File: src/uwpp_pkg.sv
/*
  Constants shared by the serial and parallel combination port: host port
  addresses, command layout, status bit positions, divisors and reset values.
  Assumes a 76.8 kHz bit-rate reference and four ticks per serial bit.
*/
`default_nettype none
package uwpp_pkg;
  // Host port addresses
  localparam logic ADDR_DATA = 1'b0;
  localparam logic ADDR_CMD = 1'b1;

  // Command byte layout
  localparam int CMD_OP_HI = 7;
  localparam int CMD_OP_LO = 6;
  localparam int CMD_DIR_BIT = 2;
  localparam int CMD_RATE_HI = 1;
  localparam int CMD_RATE_LO = 0;
  localparam logic [1:0] CMD_SETUP = 2'h0;
  localparam logic [1:0] CMD_XFER = 2'h1;
  localparam logic [1:0] CMD_CLRERR = 2'h2;

  // Rate select codes
  localparam logic [1:0] RATE_110 = 2'h0;
  localparam logic [1:0] RATE_300 = 2'h1;
  localparam logic [1:0] RATE_600 = 2'h2;
  localparam logic [1:0] RATE_1200 = 2'h3;

  // Bit-rate reference and tick divisors, rounded to nearest edge count
  localparam int REF_HZ = 76800;
  localparam int TICKS_PER_BIT = 4;
  localparam logic [7:0] DIV_110 = 8'((REF_HZ + TICKS_PER_BIT * 110 / 2) / (TICKS_PER_BIT * 110));
  localparam logic [7:0] DIV_300 = 8'((REF_HZ + TICKS_PER_BIT * 300 / 2) / (TICKS_PER_BIT * 300));
  localparam logic [7:0] DIV_600 = 8'((REF_HZ + TICKS_PER_BIT * 600 / 2) / (TICKS_PER_BIT * 600));
  localparam logic [7:0] DIV_1200 = 8'((REF_HZ + TICKS_PER_BIT * 1200 / 2) / (TICKS_PER_BIT * 1200));
  localparam logic [7:0] DIV_RST = 8'h01;

  // Host status byte bit positions
  localparam int ST_OBF = 0;
  localparam int ST_IBF = 1;
  localparam int ST_SRC_LO = 2;
  localparam int ST_SRC_HI = 3;
  localparam int ST_TXE = 5;
  localparam int ST_FRM = 6;
  localparam int ST_OVR = 7;

  // Output buffer source codes, {source_code_high, source_code_low}
  localparam logic [1:0] SRC_NONE = 2'h0;
  localparam logic [1:0] SRC_RX = 2'h1;
  localparam logic [1:0] SRC_PAR = 2'h2;

  // Receiver and transmitter sequencing
  localparam logic [7:0] RX_PRESET = 8'h80;
  localparam logic [2:0] RX_TICKS = 3'h4;
  localparam logic [5:0] TX_CNT_START = 6'h01;
  localparam logic [5:0] TX_DATA_END = 6'h24;
  localparam logic [5:0] TX_DONE = 6'h28;

  // Reset values
  localparam logic [7:0] PAR_OUT_RST = 8'hFF;
  localparam logic [7:0] BYTE_RST = 8'h00;
endpackage
`default_nettype wire

File: src/uwpp_top.sv
/*
  Serial transmitter/receiver plus one 8-bit parallel port behind a byte-wide
  host port (data buffer, command buffer, status byte).
  Assumes a free-running 76.8 kHz reference and asynchronous rxd and parallel
  pins; all three pass a three-stage synchroniser.
*/
// The implementer's own choices: the address map and the plain strobed port.
`default_nettype none
module uwpp_top (
  input wire logic mclk_i,
  input wire logic rstn_i,
  input wire logic addr_i,
  input wire logic [7:0] wdata_i,
  input wire logic wr_i,
  input wire logic rd_i,
  output logic [7:0] rdata_o,
  input wire logic rxd_i,
  input wire logic ref_clk_i,
  output logic txd_o,
  output logic tx_empty_o,
  output logic data_avail_o,
  output logic tick_o,
  input wire logic [7:0] par_i,
  output logic [7:0] par_o,
  output logic par_oe_n_o
);
  // Synchronisers: only stage two reads stage one
  logic rx_s1_q, rx_s2_q, rx_s3_q, rx_lvl_q;
  logic ref_s1_q, ref_s2_q, ref_s3_q, ref_lvl_q;
  logic [7:0] par_s1_q, par_s2_q, par_s3_q, par_lvl_q;

  always_ff @(posedge mclk_i or negedge rstn_i) begin
    if (!rstn_i) begin
      {rx_s1_q, rx_s2_q, rx_s3_q, rx_lvl_q} <= 4'hF;
      {ref_s1_q, ref_s2_q, ref_s3_q, ref_lvl_q} <= 4'h0;
    end else begin
      {rx_s1_q, rx_s2_q, rx_s3_q} <= {rxd_i, rx_s1_q, rx_s2_q};
      {ref_s1_q, ref_s2_q, ref_s3_q} <= {ref_clk_i, ref_s1_q, ref_s2_q};
      if (rx_s2_q == rx_s3_q) rx_lvl_q <= rx_s3_q;
      if (ref_s2_q == ref_s3_q) ref_lvl_q <= ref_s3_q;
    end
  end

  wire [7:0] par_agree = ~(par_s2_q ^ par_s3_q);
  always_ff @(posedge mclk_i or negedge rstn_i) begin
    if (!rstn_i) begin
      par_s1_q <= uwpp_pkg::BYTE_RST;
      par_s2_q <= uwpp_pkg::BYTE_RST;
      par_s3_q <= uwpp_pkg::BYTE_RST;
      par_lvl_q <= uwpp_pkg::BYTE_RST;
    end else begin
      par_s1_q <= par_i;
      par_s2_q <= par_s1_q;
      par_s3_q <= par_s2_q;
      par_lvl_q <= (par_s3_q & par_agree) | (par_lvl_q & ~par_agree);
    end
  end

  // Host port decode
  logic obf_q, ibf_q, dir_in_q, io_pend_q, run_q, txe_q, frm_q, ovr_q, rx_rdy_q;
  logic [1:0] src_q;
  logic [7:0] obuf_q, div_q, div_cnt_q, rdata_q;
  wire [1:0] cmd_op = wdata_i[uwpp_pkg::CMD_OP_HI:uwpp_pkg::CMD_OP_LO];
  wire [1:0] cmd_rate = wdata_i[uwpp_pkg::CMD_RATE_HI:uwpp_pkg::CMD_RATE_LO];
  wire wr_data = wr_i && (addr_i == uwpp_pkg::ADDR_DATA);
  wire wr_cmd = wr_i && (addr_i == uwpp_pkg::ADDR_CMD);
  wire rd_data = rd_i && (addr_i == uwpp_pkg::ADDR_DATA);
  wire setup_ev = wr_cmd && (cmd_op == uwpp_pkg::CMD_SETUP);
  wire xfer_ev = wr_cmd && (cmd_op == uwpp_pkg::CMD_XFER);
  wire clr_ev = wr_cmd && (cmd_op == uwpp_pkg::CMD_CLRERR);
  wire port_wr = wr_data && io_pend_q && !dir_in_q;
  wire tx_wr = wr_data && !port_wr;
  wire load_rx = !obf_q && rx_rdy_q;
  wire load_par = !obf_q && !rx_rdy_q && io_pend_q && dir_in_q;
  wire [7:0] status = {ovr_q, frm_q, txe_q, 1'b0, src_q, ibf_q, obf_q};
  wire [7:0] rdata_d = !rd_i ? uwpp_pkg::BYTE_RST : (rd_data ? obuf_q : status);
  wire [7:0] rate_div = (cmd_rate == uwpp_pkg::RATE_110) ? uwpp_pkg::DIV_110 :
                        (cmd_rate == uwpp_pkg::RATE_300) ? uwpp_pkg::DIV_300 :
                        (cmd_rate == uwpp_pkg::RATE_600) ? uwpp_pkg::DIV_600 :
                        uwpp_pkg::DIV_1200;

  // Tick generator: falling reference edges counted down to one
  // Counting edges, not clocks, keeps the tick period independent of mclk_i
  wire ref_fall = (ref_s2_q == ref_s3_q) && !ref_s3_q && ref_lvl_q;
  wire tick_ev = run_q && ref_fall && (div_cnt_q == 8'h01);
  logic tick_q;

  always_ff @(posedge mclk_i or negedge rstn_i) begin
    if (!rstn_i) begin
      run_q <= 1'b0;
      div_q <= uwpp_pkg::DIV_RST;
      div_cnt_q <= uwpp_pkg::DIV_RST;
      tick_q <= 1'b0;
    end else begin
      tick_q <= tick_ev;
      if (setup_ev) begin
        run_q <= 1'b1;
        div_q <= rate_div;
        div_cnt_q <= rate_div;
      end else if (tick_ev) begin
        div_cnt_q <= div_q;
      end else if (run_q && ref_fall) begin
        div_cnt_q <= div_cnt_q - 8'h01;
      end
    end
  end

  // Receiver
  logic rx_busy_q, rx_good_q, rx_bdone_q;
  logic [2:0] rx_cnt_q;
  logic [7:0] rx_sh_q, rx_hold_q;
  logic rx_busy_d, rx_good_d, rx_bdone_d;
  logic [2:0] rx_cnt_d;
  logic [7:0] rx_sh_d;
  wire rx_sample = tick_ev && rx_busy_q && rx_good_q && (rx_cnt_q == 3'h1);
  wire rx_done = rx_sample && rx_bdone_q;

  always_comb begin
    rx_busy_d = rx_busy_q;
    rx_good_d = rx_good_q;
    rx_bdone_d = rx_bdone_q;
    rx_cnt_d = rx_cnt_q;
    rx_sh_d = rx_sh_q;
    if (tick_ev) begin
      if (!rx_busy_q) begin
        rx_busy_d = !rx_lvl_q;
      end else if (!rx_good_q) begin
        if (rx_lvl_q) begin
          rx_busy_d = 1'b0;
        end else begin
          rx_good_d = 1'b1;
          rx_cnt_d = uwpp_pkg::RX_TICKS;
          rx_sh_d = uwpp_pkg::RX_PRESET;
        end
      end else if (rx_cnt_q != 3'h1) begin
        rx_cnt_d = rx_cnt_q - 3'h1;
      end else begin
        rx_cnt_d = uwpp_pkg::RX_TICKS;
        if (!rx_bdone_q) begin
          rx_sh_d = {rx_lvl_q, rx_sh_q[7:1]};
          rx_bdone_d = rx_sh_q[0];
        end else begin
          rx_busy_d = 1'b0;
          rx_good_d = 1'b0;
          rx_bdone_d = 1'b0;
        end
      end
    end
  end

  always_ff @(posedge mclk_i or negedge rstn_i) begin
    if (!rstn_i) begin
      {rx_busy_q, rx_good_q, rx_bdone_q} <= 3'h0;
      rx_cnt_q <= uwpp_pkg::RX_TICKS;
      rx_sh_q <= uwpp_pkg::BYTE_RST;
      rx_hold_q <= uwpp_pkg::BYTE_RST;
      rx_rdy_q <= 1'b0;
    end else begin
      {rx_busy_q, rx_good_q, rx_bdone_q} <= {rx_busy_d, rx_good_d, rx_bdone_d};
      rx_cnt_q <= rx_cnt_d;
      rx_sh_q <= rx_sh_d;
      if (rx_done) rx_hold_q <= rx_sh_q;
      if (rx_done) rx_rdy_q <= 1'b1;
      else if (load_rx) rx_rdy_q <= 1'b0;
    end
  end

  // Error flags: set wins over the clear command
  // A character finishing while the held one moves out is not an overrun
  wire frm_set = rx_done && !rx_lvl_q;
  wire ovr_set = rx_done && rx_rdy_q && !load_rx;
  always_ff @(posedge mclk_i or negedge rstn_i) begin
    if (!rstn_i) begin
      frm_q <= 1'b0;
      ovr_q <= 1'b0;
    end else begin
      frm_q <= frm_set || (frm_q && !clr_ev);
      ovr_q <= ovr_set || (ovr_q && !clr_ev);
    end
  end

  // Host buffers and parallel port
  logic [7:0] par_out_q;
  always_ff @(posedge mclk_i or negedge rstn_i) begin
    if (!rstn_i) begin
      obf_q <= 1'b0;
      ibf_q <= 1'b0;
      src_q <= uwpp_pkg::SRC_NONE;
      obuf_q <= uwpp_pkg::BYTE_RST;
      rdata_q <= uwpp_pkg::BYTE_RST;
      dir_in_q <= 1'b1;
      io_pend_q <= 1'b0;
      par_out_q <= uwpp_pkg::PAR_OUT_RST;
      par_oe_n_o <= 1'b1;
    end else begin
      ibf_q <= wr_i;
      rdata_q <= rdata_d;
      par_oe_n_o <= dir_in_q;
      if (load_rx || load_par) begin
        obf_q <= 1'b1;
        obuf_q <= load_rx ? rx_hold_q : par_lvl_q;
        src_q <= load_rx ? uwpp_pkg::SRC_RX : uwpp_pkg::SRC_PAR;
      end else if (rd_data) begin
        obf_q <= 1'b0;
      end
      if (setup_ev) begin
        dir_in_q <= wdata_i[uwpp_pkg::CMD_DIR_BIT];
        io_pend_q <= 1'b0;
        if (wdata_i[uwpp_pkg::CMD_DIR_BIT]) par_out_q <= uwpp_pkg::PAR_OUT_RST;
      end else if (xfer_ev) begin
        io_pend_q <= 1'b1;
      end else if (port_wr || load_par) begin
        io_pend_q <= 1'b0;
      end
      if (port_wr) par_out_q <= wdata_i;
    end
  end

  // Transmitter: level prepared in tx_pipe_q, driven out on the next tick
  // Limitation: back-to-back characters get a longer stop, as idle waits a fourth tick
  logic tx_pipe_q, txd_q, tx_sflag_q, tx_act_q, tx_req_q;
  logic [5:0] tx_cnt_q;
  logic [7:0] tx_sh_q, tx_hold_q;
  logic tx_pipe_d, tx_sflag_d, tx_act_d, tx_req_d, txe_d;
  logic [5:0] tx_cnt_d;
  logic [7:0] tx_sh_d;
  wire [5:0] tx_cnt_inc = tx_cnt_q + 6'h01;

  always_comb begin
    tx_pipe_d = tx_pipe_q;
    tx_sflag_d = tx_sflag_q;
    tx_act_d = tx_act_q;
    tx_req_d = tx_req_q;
    tx_cnt_d = tx_cnt_q;
    tx_sh_d = tx_sh_q;
    txe_d = txe_q;
    if (tick_ev) begin
      if (tx_sflag_q) begin
        tx_sflag_d = 1'b0;
        tx_cnt_d = uwpp_pkg::TX_CNT_START;
      end else begin
        tx_cnt_d = tx_cnt_inc;
        if (tx_cnt_inc[1:0] == 2'h0) begin
          if (!tx_act_q) begin
            txe_d = 1'b1;
            if (tx_req_q) begin
              tx_sh_d = tx_hold_q;
              tx_req_d = 1'b0;
              tx_act_d = 1'b1;
              tx_sflag_d = 1'b1;
              tx_pipe_d = 1'b0;
            end
          end else if (tx_cnt_inc == uwpp_pkg::TX_DONE) begin
            tx_act_d = 1'b0;
          end else if (tx_cnt_inc == uwpp_pkg::TX_DATA_END) begin
            tx_pipe_d = 1'b1;
          end else begin
            tx_pipe_d = tx_sh_q[0];
            tx_sh_d = {1'b0, tx_sh_q[7:1]};
          end
        end
      end
    end
    if (tx_wr) begin
      tx_req_d = 1'b1;
      txe_d = 1'b0;
    end
  end

  always_ff @(posedge mclk_i or negedge rstn_i) begin
    if (!rstn_i) begin
      {tx_pipe_q, txd_q} <= 2'h3;
      {tx_sflag_q, tx_act_q, tx_req_q} <= 3'h0;
      txe_q <= 1'b1;
      tx_cnt_q <= 6'h00;
      tx_sh_q <= uwpp_pkg::BYTE_RST;
      tx_hold_q <= uwpp_pkg::BYTE_RST;
    end else begin
      if (tick_ev) txd_q <= tx_pipe_q;
      {tx_pipe_q, tx_sflag_q, tx_act_q, tx_req_q, txe_q} <= {tx_pipe_d, tx_sflag_d, tx_act_d, tx_req_d, txe_d};
      tx_cnt_q <= tx_cnt_d;
      tx_sh_q <= tx_sh_d;
      if (tx_wr) tx_hold_q <= wdata_i;
    end
  end

  assign rdata_o = rdata_q;
  assign txd_o = txd_q;
  assign tx_empty_o = txe_q;
  assign data_avail_o = obf_q;
  assign tick_o = tick_q;
  assign par_o = par_out_q;

  // Checks
  obf_read_clr_a: assert property (@(posedge mclk_i) disable iff (!rstn_i)
    (rd_data && obf_q) |=> !obf_q && !data_avail_o)
    else $error("data-available flag not cleared by buffer read");

  txe_write_clr_a: assert property (@(posedge mclk_i) disable iff (!rstn_i)
    tx_wr |=> !tx_empty_o && tx_req_q)
    else $error("transmit empty flag not cleared by data write");

  err_clear_a: assert property (@(posedge mclk_i) disable iff (!rstn_i)
    (clr_ev && !rx_done) |=> !frm_q && !ovr_q)
    else $error("error flags survived the clear command");

  overrun_set_a: assert property (@(posedge mclk_i) disable iff (!rstn_i)
    (rx_done && rx_rdy_q && !load_rx) |=> ovr_q && rx_hold_q == $past(rx_sh_q))
    else $error("overrun not flagged or character not replaced");

  txd_pipe_a: assert property (@(posedge mclk_i) disable iff (!rstn_i)
    tick_ev |=> txd_o == $past(tx_pipe_q) ##1 $stable(txd_o))
    else $error("serial output not taken from prepared level");

  start_preset_a: assert property (@(posedge mclk_i) disable iff (!rstn_i)
    (tick_ev && rx_busy_q && !rx_good_q && !rx_lvl_q) |=> rx_good_q && rx_sh_q == 8'h80 && rx_cnt_q == 3'h4)
    else $error("receive shift register not preset on good start");

  start_abort_a: assert property (@(posedge mclk_i) disable iff (!rstn_i)
    (tick_ev && rx_busy_q && !rx_good_q && rx_lvl_q) |=> !rx_busy_q && !rx_good_q)
    else $error("false start bit not abandoned");

  par_sample_a: assert property (@(posedge mclk_i) disable iff (!rstn_i)
    load_par |=> obf_q && obuf_q == $past(par_lvl_q) && src_q == 2'h2 && !io_pend_q)
    else $error("parallel sample not placed in output buffer");

  div_reload_a: assert property (@(posedge mclk_i) disable iff (!rstn_i)
    (tick_ev && !setup_ev) |=> div_cnt_q == $past(div_q) && tick_o)
    else $error("edge counter not reloaded on tick");

  tick_pulse_a: assert property (@(posedge mclk_i) disable iff (!rstn_i)
    tick_o |=> !tick_o)
    else $error("diagnostic tick longer than one cycle");

  err_sticky_a: assert property (@(posedge mclk_i) disable iff (!rstn_i)
    !clr_ev |=> (frm_q || !$past(frm_q)) && (ovr_q || !$past(ovr_q)))
    else $error("error flag dropped without clear command");

  rx_hold_wait_a: assert property (@(posedge mclk_i) disable iff (!rstn_i)
    (rx_rdy_q && obf_q) |=> rx_rdy_q)
    else $error("held character left while output buffer full");

  port_write_a: assert property (@(posedge mclk_i) disable iff (!rstn_i)
    port_wr |=> par_o == $past(wdata_i) && !io_pend_q)
    else $error("output port byte not latched");
endmodule
`default_nettype wire

File: config.mk
export PLATFORM = sky130hd
export DESIGN_NAME = uwpp_top
export DESIGN_NICKNAME = d
export VERILOG_FILES = /design/src/uwpp_pkg.sv /design/src/uwpp_top.sv
export SDC_FILE = /design/constraint.sdc
export NUM_CORES = 1
export LEC_CHECK = 0
export ABC_CLOCK_PERIOD_IN_PS = 2500
export BUFFER_PORTS_ARGS = -buffer_cell sky130_fd_sc_hd__buf_2
export CORE_MARGIN = 1
export CORE_UTILIZATION = 30
export CTS_CLUSTER_DIAMETER = 50
export DETAILED_ROUTE_END_ITERATION = 16
export SETUP_SLACK_MARGIN = 0.3
export SLEW_MARGIN = 10
export SYNTH_ARGS = -nofsm -noshare
export SYNTH_HDL_FRONTEND = slang
export SYNTH_SLANG_ARGS = --single-unit
File: constraint.sdc
create_clock -name mclk_i -period 2.5 [get_ports mclk_i]
set_clock_uncertainty 0.1 [all_clocks]
set_input_delay 0.25 -clock mclk_i [delete_from_list [all_inputs] [get_ports mclk_i]]
set_output_delay 0.25 -clock mclk_i [all_outputs]
set_load 0.02 [all_outputs]
== Yosys cells after proc, flatten, opt, wreduce, memory -nomap -nowiden ==
Cells that the tools add are included.
W data, S select, Z words.

* Output and inout bits: 21
* Bits of input ports: 23
* Word-level logic and storage cells: 190
* Register bits: 142

* Add/subtract/negate cells: 3
* Mux-type cells: 58
* Bitwise gates (word level): 9
* Reduce and logical (&&, ||, !) cells: 59
* Equal/unequal tests: 18

{| class="wikitable"
|+ Operators by type and width
! kind !! number
|-
| $mux W8 || 18
|-
| $mux W1 || 33
|-
| $logic_and A1 B1 Y1 || 26
|-
| $and A8 B8 Y8 || 2
|-
| $not A8 Y8 || 2
|-
| $reduce_bool A2 Y1 || 7
|-
| $eq A6 B6 Y1 const B || 2
|-
| $mux W6 || 2
|-
| $ne A2 B2 Y1 const B || 6
|-
| $reduce_and A5 Y1 || 2
|-
| $mux W3 || 3
|-
| $eq A8 B1 Y1 const B || 1
|-
| $logic_not A1 Y1 || 8
|-
| $or A8 B8 Y8 || 1
|-
| $reduce_and A4 Y1 || 2
|-
| $sub A8 B1 Y8 const B || 1
|-
| $xor A8 B8 Y8 || 1
|-
| $mux W7 || 1
|-
| $add A6 B1 Y6 const B || 1
|-
| $logic_not A2 Y1 || 3
|-
| $reduce_and A3 Y1 || 2
|-
| $reduce_and A6 Y1 || 1
|-
| $reduce_bool A3 Y1 || 2
|-
| $eq A2 B1 Y1 const B || 2
|-
| other kinds (10) || 18
|}

== Logic depth before layout (Yosys ltp) ==
* Depth in word-level cells: 12
* Depth in mapped cells: 9
* Gate-level depth less buffers: 8

== Least setup slack after synthesis ==
No wires, ideal clock.

* Path kind: register to register
* Start: register tx_cnt_q[0]
* End: register tx_sh_q[0]
* Arrival time: 2.042 ns
* Buffers on the path: 1
* Slack: 0.233 ns
* Stages on the path, launching flop included: 8
* Library setup time: 0.125 ns
* Period minus slack after synthesis: 2.267 ns
* Required time: 2.275 ns
* Cells stage by stage: dfrtp_1 > ha_1 > clkbuf_1 > and3_1 > nand4_1 > nand3_1 > a311oi_4 > mux2_2

* Longest elaborated chain between the ends: 4
* Elaborated cells on any way between the ends: 7
* Classes of those cells: add/sub (1); eq/ne (4); reduce/logical (2)

{| class="wikitable"
|+ RTL lines
! item !! RTL line !! source
|-
| start: declaration || uwpp_top.sv:222 || <nowiki>logic [5:0] tx_cnt_q;</nowiki>
|-
| start signal: assignment || uwpp_top.sv:281 || <nowiki>tx_cnt_q <= tx_cnt_d;</nowiki>
|-
| $add A6 B1 Y6 * || uwpp_top.sv:227 || <nowiki>wire [5:0] tx_cnt_inc = tx_cnt_q + 6'h01;</nowiki>
|-
| $eq A6 B6 Y1 (on tied branches) || uwpp_top.sv:255, uwpp_top.sv:253 ||
|-
| $ne A2 B2 Y1 (no source line) || -- ||
|-
| $reduce_and A6 Y1 (no source line) * || -- ||
|-
| end signal: assignment || uwpp_top.sv:276 || <nowiki>tx_sh_q <= uwpp_pkg::BYTE_RST;</nowiki>
|-
| end signal: assignment || uwpp_top.sv:282 || <nowiki>tx_sh_q <= tx_sh_d;</nowiki>
|-
| end: declaration || uwpp_top.sv:223 || <nowiki>logic [7:0] tx_sh_q, tx_hold_q;</nowiki>
|}

Every way passes the cells marked *; elsewhere a longest branch is shown, timed or not.
A chain may end at the register's enable or synchronous reset.

== Worst setup path in the final report ==
* Start: register div_cnt_q[0]
* End: register tx_sh_q[2]

* Longest elaborated chain between the ends: 3

{| class="wikitable"
|+ RTL lines
! item !! RTL line !! source
|-
| start: declaration || uwpp_top.sv:62 || <nowiki>logic [7:0] obuf_q, div_q, div_cnt_q, rdata_q;</nowiki>
|-
| start signal: assignment || uwpp_top.sv:92 || <nowiki>div_cnt_q <= uwpp_pkg::DIV_RST;</nowiki>
|-
| start signal: assignment || uwpp_top.sv:99 || <nowiki>div_cnt_q <= rate_div;</nowiki>
|-
| start signal: assignment || uwpp_top.sv:101 || <nowiki>div_cnt_q <= div_q;</nowiki>
|-
| $eq A8 B1 Y1 || uwpp_top.sv:85 || <nowiki>wire tick_ev = run_q && ref_fall && (div_cnt_q == 8'h01);</nowiki>
|-
| $logic_and A1 B1 Y1 || uwpp_top.sv:85 ||
|-
| $reduce_and A6 Y1 (no source line) || -- ||
|}

No other way between the ends.

==> results.md <==
- WS Path Type: reg -> reg
- Starting Density: roughly 31%
- Initial antenna violation count: 0
- Placed cell area: 6290 sq um
- Ys Warns: 0
- Seq/Total Area, Yosys: between 60% and 70%
- WL per Instance: 13.8 um
- Distinct cells, synth: 54
- Die area: slightly below 20000 sq um
- Clock Path Buffers: 2
- Pre-CTS WS: 0.240 ns
- Non-filler instance count after layout: around 810
- Final slew viol count: 0
- Vias in the first global route: between 3000 and 4000
- Fin worst setup slack: 0.345 ns
- Final Instance Area: 7130 sq um
- CP startpoint kind: flop
- Most frequent cells in the layout: dfrtp_1, nand2_1, o21ai_0, buf_2, nor2_1
- Overflow after GRT: 0
- First-pass GRT wire length: 18.9 mm
- Post-synthesis register bit count: ~140
- Ports: 44
- Synthesis-to-finish area growth: 25.5%
- # rows: a little under 50
- Power Density: roughly 860 nW/um^2
- Number of synthesized flops with an enable pin: 0
- Most common cell after layout, fill and taps aside: dfrtp_1
- Min-Delay Path Class: in -> reg
- Largest net degree at the start of global routing: 62
- Fill count: between 1500 and 2000
- Peak supply drop: 0.451 mV
- Initial DRC Count: between 200 and 300
- Synthesized area per cell: ~11 sq um
- Final hold vios: 0
- Worst Setup End Kind: flop
- Required time of the critical path: between 2 and 3 ns
- GRT Util Overall: 12.4%
- Cts bufs inserted: 17
- Die H: roughly 140 um
- Tcrit/Tclk final: between 80% and 90%
- Worst Max-Slew Pin Slew: 0.542 ns
- Floorplan Core Area: between 15000 and 20000 sq um
- Top post-synthesis cells by area: dfrtp_1, dfstp_2, mux2_2, nand2_1, o21ai_0
- Yosys top cell area share: 52.4%
- Ant diodes: 0
- RSZ-0062 raised after global routing: yes
- Syn Nets: ~530
- Worst slew margin: 63.8%
- Top_reg_cell synth: dfrtp_1
- CTS tree: built
- DR pass1 iterations: 5
- P_leak: 0.00318 uW
- Worst Path Max Fanout: 8
- NumNets Final: 601
- Gp weighted congestion: 0.854
- Via density: 4.82
- Placed instance count: 759
- Setup TNS: 0 ns
- Maximum clock rate: ~0.46 GHz
- Root Buffer: clkbuf_16
- DP HPWL: 7.56 mm
- Min cycle time layout: 2.15 ns
- Max_cap viols: 0
- Status: finished, final reports clean
- Asr flop ratio synth: 100%
- Final setup violation count: 0
- DRC: 0
- I/O Buffers: 43
- Number of H-tree levels: 4
- Via count: 3918
- Post-DRT Antenna Nets: 0
- Worst-path clk slew: ~0.060 ns
- Sink Count: 139
- Cell taking the most area after synthesis: dfrtp_1
- Die Wd: 140 um
- CP arrival: 2.35 ns
- Clock Latency Late Sink: 0.42 ns
- Layout cells sized above 1: around 27%
- Cell Area, Synth: approximately 5700 sq um
- Final Routed Wirelength: 11.2 mm
- Mapped Cells: between 400 and 500
-- repair_timing --
action / in CTS / in global routing
resized for setup: 4 / 6
buffers inserted: 1 / 4
setup endpoints to repair: 10 / 13
pin swaps: 0 / 0
gates cloned: 0 / 0
endpoints found under the hold margin: 73 / 0
hold buffers: 17 / 0
-- Yosys cell counts (all sizes together), types with 10 or more instances --
cell type,count
dfrtp,119
nand2,63
o21ai,44
nor2,28
mux2,25
inv,21
dfstp,20
clkbuf,18
nand3,18
a21oi,16
mux2i,10
nor3,10
-- per-stage QoR --
step / power, uW / hold slack [ns] / utilization (%)
floorplan: 3330 / -0.146 / -
global placement: 3610 / 0.140 / 34.4
detailed placement: 3640 / 0.152 / 34.4
CTS: 6210 / 0.00477 / 38.7
global route: 6450 / 0.0330 / 39.0
finish: 6140 / 0.0222 / 39.0
-- worst max-delay path, stage by stage, from the launching register on --
cell       delay, ns
dfstp_2         0.55
ha_4            0.12
nor3b_4         0.22
nand3_2         0.11
clkinv_2        0.08
o2111ai_4       0.11
a311oi_4        0.23
buf_6           0.20
mux2_4          0.31
-- final cells by class --
type / instances / area [sq um] / area share [%]
Clock buffer: 19 / 433 / 6.07
Multi-Input combinational cell: 311 / 2100 / 29.5
Clock inverter: 13 / 160 / 2.25
Tap cell: 229 / 287 / 4.02
Inverter: 23 / 87.6 / 1.23
Sequential cell: 139 / 3510 / 49.2
Timing Repair Buffer: 79 / 551 / 7.72
-- report_power, final --
part	total (uW)	internal (uW)	switching [uW]	leakage [uW]
registers	2820	2610	213	0.00170
clock network	2510	1500	1010	0.000287
logic	802	351	451	0.00119
-- worst paths after layout --
check | startpoint | end | slack, ns | depth (start not counted)
hold reg to reg | par_s1_q[3]$_DFF_PN0_ | par_s2_q[3]$_DFF_PN0_ | 0.25 | 0
setup reg to reg | div_cnt_q[0]$_DFFE_PN1P_ | tx_sh_q[2]$_DFFE_PN0P_ | 0.35 | 8
hold / removal | wdata_i[1] | par_o[1]$_DFFE_PN1P_ | 0.02 | 3
setup / recovery | div_cnt_q[0]$_DFFE_PN1P_ | tx_sh_q[2]$_DFFE_PN0P_ | 0.35 | 8
min in group asynchronous | rstn_i | obuf_q[2]$_DFFE_PN0P_ | 0.27 | 2
max in group asynchronous | rstn_i | tx_empty_o$_DFFE_PN1P_ | 1.28 | 3
-- cell families after synthesis --
group                      count (synthesis)  share of synthesized area, %
AOI/OAI and AO/OA                        102                          11.5
adders and majority gates                 16                          3.13
buffers and inverters                     47                          3.22
DFF                                      139                          61.7
muxes                                     35                          6.72
and+or+nand+nor                          158                          13.8
-- metal layers --
layer	vias to the layer above	share of wire, %	GRT usage, %
li1	1897	-	-
met1	1941	48	16.1
met2	78	47	19.3
met3	2	4.2	4.44
met4	0	0.36	3.53
met5	-	0	0
Note: power is estimated with default switching activity, not from simulation.
